$ cat src/rtl/mem_map_pkg.sv
// constants and types shared by the memory map decode block
package mem_map_pkg;
  // program flash sizes and upper limits
  typedef enum logic [1:0] {flash_8k, flash_4k, flash_2k} flash_variant_t;
  localparam logic [15:0] flash_top_8k     = 16'h1DFF;
  localparam logic [15:0] flash_top_4k     = 16'h0FFF;
  localparam logic [15:0] flash_top_2k     = 16'h07FF;
  localparam logic [15:0] flash_base       = 16'h0000;
  // special function register addresses
  localparam logic [7:0]  stack_top_pointer_addr     = 8'h81;
  localparam logic [7:0]  program_store_control_addr = 8'h8F;
  localparam logic [7:0]  processor_status_word_addr = 8'hD0;
  localparam logic [7:0]  stack_top_pointer_reset    = 8'h07;
  localparam logic [7:0]  program_store_control_reset = 8'h00;
  localparam logic [7:0]  processor_status_word_reset = 8'h00;
  // field positions
  localparam int          store_write_enable_bit = 0;
  localparam int          bank_select_low_bit    = 3;
  localparam int          bank_select_high_bit   = 4;
  // data memory layout
  localparam logic [7:0]  sfr_space_base   = 8'h80;
  localparam logic [7:0]  bit_area_base    = 8'h20;
  localparam logic [2:0]  sfr_bit_low_nib  = 3'h0;
  localparam int          ram_depth        = 256;
  // operand kinds the core can present
  typedef enum logic [1:0] {acc_direct, acc_indirect, acc_bit} access_mode_t;
endpackage

$ cat src/rtl/data_ram.sv
// 256 byte internal data memory with one synchronous port
`timescale 1ns/1ps
module data_ram
  import mem_map_pkg::*;
(
  input  wire logic       core_clk, // system clock
  input  wire logic       we,       // write strobe
  input  wire logic [7:0] addr,     // byte address
  input  wire logic [7:0] wdata,    // write data
  output logic      [7:0] rdata     // registered read data
);
  logic [7:0] mem [ram_depth];

  // read-first; the core sees old data on a same-address write
  always_ff @(posedge core_clk) begin
    if (we) begin
      mem[addr] <= wdata;
    end
    rdata <= mem[addr];
  end
endmodule

$ cat src/rtl/sfr_core_regs.sv
// the three special function registers owned by the memory map block
`timescale 1ns/1ps
module sfr_core_regs
  import mem_map_pkg::*;
(
  input  wire logic       core_clk,   // system clock
  input  wire logic       srst,       // synchronous reset, active high
  input  wire logic       wr_en,      // byte or bit write to a register
  input  wire logic [7:0] wr_addr,    // register address
  input  wire logic [7:0] wr_data,    // merged write byte
  input  wire logic       sp_push,    // stack pointer increment
  input  wire logic       sp_pop,     // stack pointer decrement
  output logic      [7:0] sp_q,       // stack top pointer
  output logic      [7:0] program_store_control_q,    // program store control
  output logic      [7:0] psw_q       // processor status word
);
  logic [7:0] sp_d;

  // a direct write beats a stack move in the same cycle
  assign sp_d = (wr_en && wr_addr == stack_top_pointer_addr) ? wr_data :
                sp_push ? 8'(sp_q + 8'h01) :
                sp_pop  ? 8'(sp_q - 8'h01) : sp_q;

  always_ff @(posedge core_clk) begin
    if (srst) begin
      sp_q    <= stack_top_pointer_reset;
      program_store_control_q <= program_store_control_reset;
      psw_q   <= processor_status_word_reset;
    end else begin
      sp_q <= sp_d;
      if (wr_en && wr_addr == program_store_control_addr) begin
        program_store_control_q <= wr_data;
      end
      if (wr_en && wr_addr == processor_status_word_addr) begin
        psw_q <= wr_data;
      end
    end
  end
endmodule

$ cat src/rtl/data_memory_map_decode.sv
// memory space decode: program flash limits, internal ram, sfr routing
`timescale 1ns/1ps
module data_memory_map_decode
  import mem_map_pkg::*;
#(
  parameter flash_variant_t variant = flash_8k // fitted flash size
) (
  input  wire logic              core_clk,      // system clock
  input  wire logic              srst,          // synchronous reset, active high
  // data access from the core
  input  wire logic              acc_req,       // one-cycle access request
  input  wire access_mode_t      acc_mode,      // direct, indirect or bit operand
  input  wire logic              acc_wr,        // write when high
  input  wire logic [7:0]        acc_addr,      // direct address or bit address
  input  wire logic              acc_use_r1,    // indirect pointer is register one
  input  wire logic [7:0]        acc_wdata,     // byte data or bit in bit 0
  output logic      [7:0]        acc_rdata,     // read data, bit in bit 0
  output logic                   acc_valid,     // read data valid pulse
  output logic                   acc_error,     // bit access to byte-only sfr
  // stack operations
  input  wire logic              push_req,      // push acc_wdata
  input  wire logic              pop_req,       // pop into acc_rdata
  // external sfr space
  output logic                   sfr_rd,        // read strobe for outside sfrs
  output logic                   sfr_wr,        // write strobe for outside sfrs
  output logic      [7:0]        sfr_addr,      // outside sfr address
  output logic      [7:0]        sfr_wdata,     // outside sfr write byte
  input  wire logic [7:0]        sfr_rdata,     // outside sfr read byte
  // program memory
  input  wire logic              movx_wr,       // external-data write instruction
  input  wire logic [15:0]       prog_addr,     // program address
  output logic                   flash_wr,      // flash write strobe
  output logic                   xram_wr,       // normal external data write
  output logic                   prog_reserved, // address outside fitted flash
  output logic      [7:0]        stack_ptr,     // stack top pointer value
  output logic      [1:0]        active_bank    // selected working bank
);
  logic [7:0] sp_q, program_store_control_q, psw_q;
  logic [7:0] ram_rdata;
  logic       pend_q, pend_bit_q, pend_sfr_q, pend_own_q;
  logic [2:0] pend_pos_q;
  logic [7:0] pend_addr_q;
  logic [7:0] own_rdata;
  logic [15:0] flash_top;

  // flash upper limit by fitted size
  function automatic logic [15:0] top_of(input flash_variant_t v);
    case (v)
      flash_8k: top_of = flash_top_8k;
      flash_4k: top_of = flash_top_4k;
      flash_2k: top_of = flash_top_2k;
      default:  top_of = flash_top_2k;
    endcase
  endfunction

  // sfr registers handled inside this block
  function automatic logic is_own(input logic [7:0] a);
    is_own = (a == stack_top_pointer_addr) || (a == program_store_control_addr) ||
             (a == processor_status_word_addr);
  endfunction

  // program space decode
  assign flash_top     = top_of(variant);
  assign prog_reserved = (prog_addr > flash_top);
  assign flash_wr      = movx_wr && program_store_control_q[store_write_enable_bit];
  assign xram_wr       = movx_wr && !program_store_control_q[store_write_enable_bit];

  // working bank and indirect pointer location
  logic [1:0] bank;
  logic [7:0] ptr_loc;
  assign bank        = {psw_q[bank_select_high_bit], psw_q[bank_select_low_bit]};
  assign active_bank = bank;
  assign ptr_loc     = {3'h0, bank, 2'h0, acc_use_r1};
  assign stack_ptr   = sp_q;

  // bit address decode; top half names bits in bit-addressable sfrs
  logic       bit_is_sfr;
  logic [7:0] bit_byte;
  logic [2:0] bit_pos;
  assign bit_is_sfr = acc_addr[7];
  assign bit_pos    = acc_addr[2:0];
  assign bit_byte   = bit_is_sfr ? {acc_addr[7:3], sfr_bit_low_nib}
                                 : 8'(bit_area_base + {4'h0, acc_addr[6:3]});

  // indirect accesses take two steps: fetch the pointer, then the byte
  typedef enum logic [1:0] {st_idle, st_ptr, st_use} ind_state_t;
  ind_state_t st_q, st_d;
  logic       ind_wr_q;
  logic [7:0] ind_wdata_q;
  always_comb begin
    st_d = st_q;
    case (st_q)
      st_idle: if (acc_req && acc_mode == acc_indirect) st_d = st_ptr;
      st_ptr:  st_d = st_use;
      st_use:  st_d = st_idle;
      default: st_d = st_idle;
    endcase
  end

  // routing of the current cycle's access
  logic       is_bit, is_dir, is_ind;
  logic       to_sfr, bit_ok;
  logic [7:0] tgt;
  assign is_bit = acc_req && st_q == st_idle && acc_mode == acc_bit;
  assign is_dir = acc_req && st_q == st_idle && acc_mode == acc_direct;
  assign is_ind = (st_q == st_use);
  // bit access never reaches byte-only sfrs; reserved holes pass outside undefined
  assign bit_ok = 1'b1; // every bit address maps to a bit-capable byte
  assign tgt    = is_bit ? bit_byte : acc_addr;
  assign to_sfr = (is_dir && acc_addr >= sfr_space_base) ||
                  (is_bit && bit_is_sfr);

  // ram port: stack, pointer fetch, indirect use, direct low half
  logic       ram_we;
  logic [7:0] ram_addr, ram_wdata;
  logic [7:0] merged;
  logic       stack_rd;
  assign stack_rd = pop_req && !acc_req && st_q == st_idle;
  assign ram_addr = (st_q == st_ptr) ? ptr_loc :
                    is_ind ? ram_rdata : // pointer byte read one step before
                    (push_req && st_q == st_idle) ? 8'(sp_q + 8'h01) :
                    stack_rd ? sp_q : tgt;
  assign ram_we   = (is_ind && ind_wr_q) ||
                    (push_req && !acc_req && st_q == st_idle) ||
                    (is_dir && acc_wr && !to_sfr);
  assign ram_wdata = is_ind ? ind_wdata_q : acc_wdata;

  // bit writes to own registers are read-modify-write on the owning byte
  function automatic logic [7:0] set_bit(input logic [7:0] b, input logic [2:0] p,
                                         input logic v);
    logic [7:0] r;
    r = b;
    r[p] = v;
    set_bit = r;
  endfunction
  // live value of the addressed own register, so a bit write keeps the other bits
  logic [7:0] own_now;
  logic [7:0] own_wr_data;
  assign own_now     = (tgt == stack_top_pointer_addr)     ? sp_q :
                       (tgt == program_store_control_addr) ? program_store_control_q : psw_q;
  assign merged      = set_bit(own_now, bit_pos, acc_wdata[0]);
  assign own_wr_data = is_bit ? merged : acc_wdata;

  // outside sfr strobes; bit writes here pass the bit in bit 0 with address
  assign sfr_rd    = to_sfr && !is_own(tgt) && !acc_wr;
  assign sfr_wr    = to_sfr && !is_own(tgt) && acc_wr;
  assign sfr_addr  = tgt;
  assign sfr_wdata = acc_wdata;

  // own register writes: direct byte writes and bit writes to the status word
  logic own_wr;
  assign own_wr = (is_dir || is_bit) && acc_wr && to_sfr && is_own(tgt);

  sfr_core_regs u_regs (
    .core_clk (core_clk),
    .srst     (srst),
    .wr_en    (own_wr),
    .wr_addr  (tgt),
    .wr_data  (own_wr_data),
    .sp_push  (push_req && !acc_req && st_q == st_idle),
    .sp_pop   (stack_rd),
    .sp_q     (sp_q),
    .program_store_control_q  (program_store_control_q),
    .psw_q    (psw_q)
  );

  data_ram u_ram (
    .core_clk (core_clk),
    .we       (ram_we),
    .addr     (ram_addr),
    .wdata    (ram_wdata),
    .rdata    (ram_rdata)
  );

  // own register read mux
  always_comb begin
    case (pend_addr_q)
      stack_top_pointer_addr:     own_rdata = sp_q;
      program_store_control_addr: own_rdata = program_store_control_q;
      processor_status_word_addr: own_rdata = psw_q;
      default:                    own_rdata = 8'h00;
    endcase
  end

  // read return path; data lands two cycles after a direct, bit or pop request, four after an indirect one
  always_ff @(posedge core_clk) begin
    if (srst) begin
      st_q        <= st_idle;
      ind_wr_q    <= 1'b0;
      ind_wdata_q <= 8'h00;
      pend_q      <= 1'b0;
      pend_bit_q  <= 1'b0;
      pend_sfr_q  <= 1'b0;
      pend_own_q  <= 1'b0;
      pend_pos_q  <= 3'h0;
      pend_addr_q <= 8'h00;
      acc_rdata   <= 8'h00;
      acc_valid   <= 1'b0;
      acc_error   <= 1'b0;
    end else begin
      st_q <= st_d;
      if (st_q == st_idle && acc_req && acc_mode == acc_indirect) begin
        ind_wr_q    <= acc_wr;
        ind_wdata_q <= acc_wdata;
      end
      // a stale write flag must not swallow a pop answer
      pend_q      <= (is_dir || is_bit || (is_ind && !ind_wr_q) || stack_rd) &&
                     !(acc_req && acc_wr && !is_ind);
      pend_bit_q  <= is_bit;
      pend_sfr_q  <= to_sfr;
      pend_own_q  <= to_sfr && is_own(tgt);
      pend_pos_q  <= bit_pos;
      pend_addr_q <= tgt;
      acc_error   <= is_bit && !bit_ok;
      acc_valid   <= pend_q;
      if (pend_q) begin
        logic [7:0] raw;
        raw = pend_own_q ? own_rdata : pend_sfr_q ? sfr_rdata : ram_rdata;
        acc_rdata <= pend_bit_q ? {7'h00, raw[pend_pos_q]} : raw;
      end
    end
  end

  // bit writes to ram bytes are left to a read-modify-write by the core
endmodule

$ cat config.mk
export PLATFORM = sky130hd
export DESIGN_NAME = data_memory_map_decode
export DESIGN_NICKNAME = d
export VERILOG_FILES = /design/src/rtl/mem_map_pkg.sv /design/src/rtl/data_ram.sv /design/src/rtl/sfr_core_regs.sv /design/src/rtl/data_memory_map_decode.sv
export SDC_FILE = /design/constraint.sdc
export NUM_CORES = 2
export LEC_CHECK = 0
export BUFFER_PORTS_ARGS = -buffer_cell sky130_fd_sc_hd__buf_2
export CORE_UTILIZATION = 55
export DETAILED_ROUTE_END_ITERATION = 8
export PLACE_DENSITY = 0.7
export SLEW_MARGIN = 20
export SYNTH_ARGS = -nofsm -noshare
export SYNTH_HDL_FRONTEND = slang
export SYNTH_HIERARCHICAL = 1
export SYNTH_SLANG_ARGS = --single-unit
$ cat constraint.sdc
create_clock -name core_clk -period 14 [get_ports core_clk]
set_clock_uncertainty 0.15 [all_clocks]
set_input_delay 1.4 -clock core_clk [delete_from_list [all_inputs] [get_ports core_clk]]
set_output_delay 1.4 -clock core_clk [all_outputs]
set_load 0.02 [all_outputs]
==> impl_metrics.tcl <==
set metrics [dict create \
    outcome "finished, final reports clean" \
    worst_pin_slew_ns 1.24 \
    synthFlopType "edfxtp_1" \
    post-dp-hpwl_um 109000 \
    dieArea_um2 152000 \
    placed_area_um2 85500 \
    p_leak_nw 28.2 \
    start_util 0.553 \
    multi_input_area_um2 18800 \
    cts_root_buf "clkbuf_16" \
    slew_headroom 0.172 \
    synth_edf_count 2048 \
    cts_sinks 2115 \
    grt_max_degree 217 \
    htreeDepth 4 \
    rsz0062_at_grt "false" \
    crit_required_ns 14.52 \
    critPathMaxFanout 99 \
    cts.clk_slew.worst_paths_ns 0.06 \
    avgViaCountPerCell 6.54 \
    core-area_um2 150000 \
    worstPathArrival_ns 8.02 \
    rr_endpoint "u_ram/rdata[7]" \
    gr-total-overflow 0 \
    r2r_setup_slack_ns 6.50 \
    area_growth_syn_to_layout_pct 11.1 \
    finalHoldViolCount 0 \
    synth.top_cell.area_share 0.743 \
    drive_gt1_frac 0.239 \
    async_reset_ff_frac 0 \
    synth.largest_area_cell "edfxtp_1" \
    wl_um 191000 \
    powerDensity_nw_per_um2 154 \
    postCtsSetupBuffers 0 \
    final_area_um2 92000 \
    wire_per_inst_um 29.9 \
    post-route-period-util 0.536 \
    seq_area_um2 62800 \
    finalSetupViolations 0 \
    max_freq_mhz 133 \
    total_power_mw 14.1 \
    antenna_found_initial 2 \
    num_vias 41711 \
    drc 0 \
    syn_nets 4138 \
    r2r_cells 14 \
    synth_warnings 6 \
    cts_resized 0 \
    grt_first_pass_wirelength_um 277000 \
    synth-seq-cells 2115 \
    die_x_um 390 \
    avgSynthCellArea_um2 20.3 \
    startpoint "st_q[0]" \
    portBuffers 80 \
    final_util 0.615 \
    nets 4252 \
    synth_cells 4080 \
    drt-initial-drc-count 5133 \
    cts_tree "done" \
    synth_cell_types 86 \
    drv_cap 0 \
    end_kind "flop" \
    ys_seq_area_frac 0.759 \
    hold_class "reg -> reg" \
    reg2reg_from "st_q[0]" \
    num_rows 142 \
    setup_tns_ns 0 \
    clockBufferDepth 3 \
    gp_congestion 0.865 \
    maxSlewViolCount 0 \
    n_fill_cell 10178 \
    synthTopCellsByArea "edfxtp_1 (74%), mux4_2 (14%), a22oi_1 (2.4%), dfxtp_1 (1.6%), nor2_1 (1.3%)" \
    insertion_delay_ns 0.84 \
    cts-buffers-inserted 202 \
    grt_pass1_vias 40712 \
    startpoint_type "flop" \
    peakVddDrop_mv 0.150 \
    syn_area_um2 82800 \
    drt_pre_antenna_iters 6 \
    die_h_um 390 \
    grtUsageTotal 0.253 \
    ant_nets 0 \
    cp-endpoint "u_ram/rdata[7]" \
    holdBufCountCts 0 \
    worst-setup-path-type "reg -> reg" \
    io_pins 91 \
    fin_crit_ns 7.50 \
]
## placed cells by master, fill, tap and decap left out, types with 20 or more instances in the layout
cell type	n
a21oi_1	158
a22oi_1	261
buf_2	80
buf_4	87
bufinv_16	20
clkbuf_1	41
clkbuf_16	205
clkinv_1	45
clkinv_2	41
dfxtp_1	67
edfxtp_1	2048
mux2i_1	47
mux4_2	512
nand2_1	76
nand3_1	22
nor2_1	292
nor3_1	36
o41ai_1	30
## flip-flops by register name, indices dropped and copies added (netlist names)
name	flops
acc_rdata	8
acc_valid	1
ind_wdata_q	8
ind_wr_q	1
pend_addr_q	8
pend_bit_q	1
pend_own_q	1
pend_pos_q	3
pend_q	1
pend_sfr_q	1
st_q	2
u_ram/mem	2048
u_ram/rdata	8
u_regs/program_store_control_q	8
u_regs/psw_q	8
u_regs/sp_q	8
## area by class of cell
| type | count | share of cell area |
|---|---|---|
| flip-flops and latches | 2115 | 0.683 |
| multi-input cells | 1679 | 0.204 |
| clock buffers | 246 | 0.0574 |
| well taps | 2016 | 0.0274 |
| repair buffers | 180 | 0.0143 |
| clock inverters | 125 | 0.0132 |
| inverters | 16 | 0.000653 |
| diodes | 3 | 0.0000816 |
## report_power, final
group | total, mW | switching (mW) | internal (mW) | leakage [nW]
registers | 7.03 | 0.0456 | 6.99 | 19.0
clock network | 5.35 | 2.29 | 3.05 | 3.18
logic | 1.77 | 1.10 | 0.667 | 6.05
total | 14.2 | 3.44 | 10.7 | 28.2
## metrics by stage
step	hold slack [ns]	worst slack, ns	std cells
global placement	0.308	5.76	6004
finish	0.322	6.50	6380
CTS	0.322	6.41	6376
global route	0.348	5.93	6377
detailed placement	0.313	5.69	6005
floorplan	0.313	8.33	4080
## logic make-up (layout without fill, tap and decap cells)
logic type,Yosys count,count (layout),synth area share
flip-flops,2115,2115,0.759
multiplexers,566,566,0.146
AO/OA/AOI/OAI,551,551,0.0459
AND/OR/NAND/NOR,549,549,0.0308
buffers and inverters,286,567,0.0164
adder cells (fa/ha/maj),8,8,0.00130
XOR/XNOR,4,4,0.000423
other,1,4,0.0000453
## worst max-delay path, cell delays in order (launching register included)
cell and delay, ns:
dfxtp_1 0.60, nor4b_4 0.79, nand2_4 0.28, mux2i_2 0.28
a221oi_1 0.45, mux2i_1 0.19, a21oi_4 0.29, buf_12 0.54
buf_12 0.68, buf_4 0.74, mux4_2 0.59, a22oi_1 0.27
a21oi_1 0.16, o41ai_2 0.93, nand4_1 0.17
## metal layers
metal	wire length, um	GRT usage
met1	75200	0.364
met2	91500	0.391
met3	18300	0.0507
met4	6060	0.0866
met5	34	0
## how the worst min path moves through the flow
stage / start / endpoint / slack, ns / cells past startpoint
detailed placement: acc_rdata[4] / acc_rdata[4] / 0.31 / 2
floorplan: ind_wdata_q[1] / ind_wdata_q[1] / 0.31 / 2
global route: acc_rdata[1] / acc_rdata[1] / 0.35 / 2
finish: acc_rdata[4] / acc_rdata[4] / 0.32 / 2
CTS: acc_rdata[4] / acc_rdata[4] / 0.32 / 2
global placement: acc_rdata[3] / acc_rdata[3] / 0.31 / 2
## cells in the mapped netlist (16+ instances only)
library cell / number
a21oi_1: 159
a22oi_1: 261
buf_1: 19
buf_2: 37
buf_4: 27
buf_6: 18
clkbuf_1: 168
dfxtp_1: 67
edfxtp_1: 2048
inv_1: 16
mux2i_1: 47
mux4_2: 512
nand2_1: 84
nand2b_1: 18
nand3_1: 27
nor2_1: 294
nor2b_1: 20
nor3_1: 36
o21ai_0: 19
o41ai_1: 33
Power figures use the tool's default switching activity.
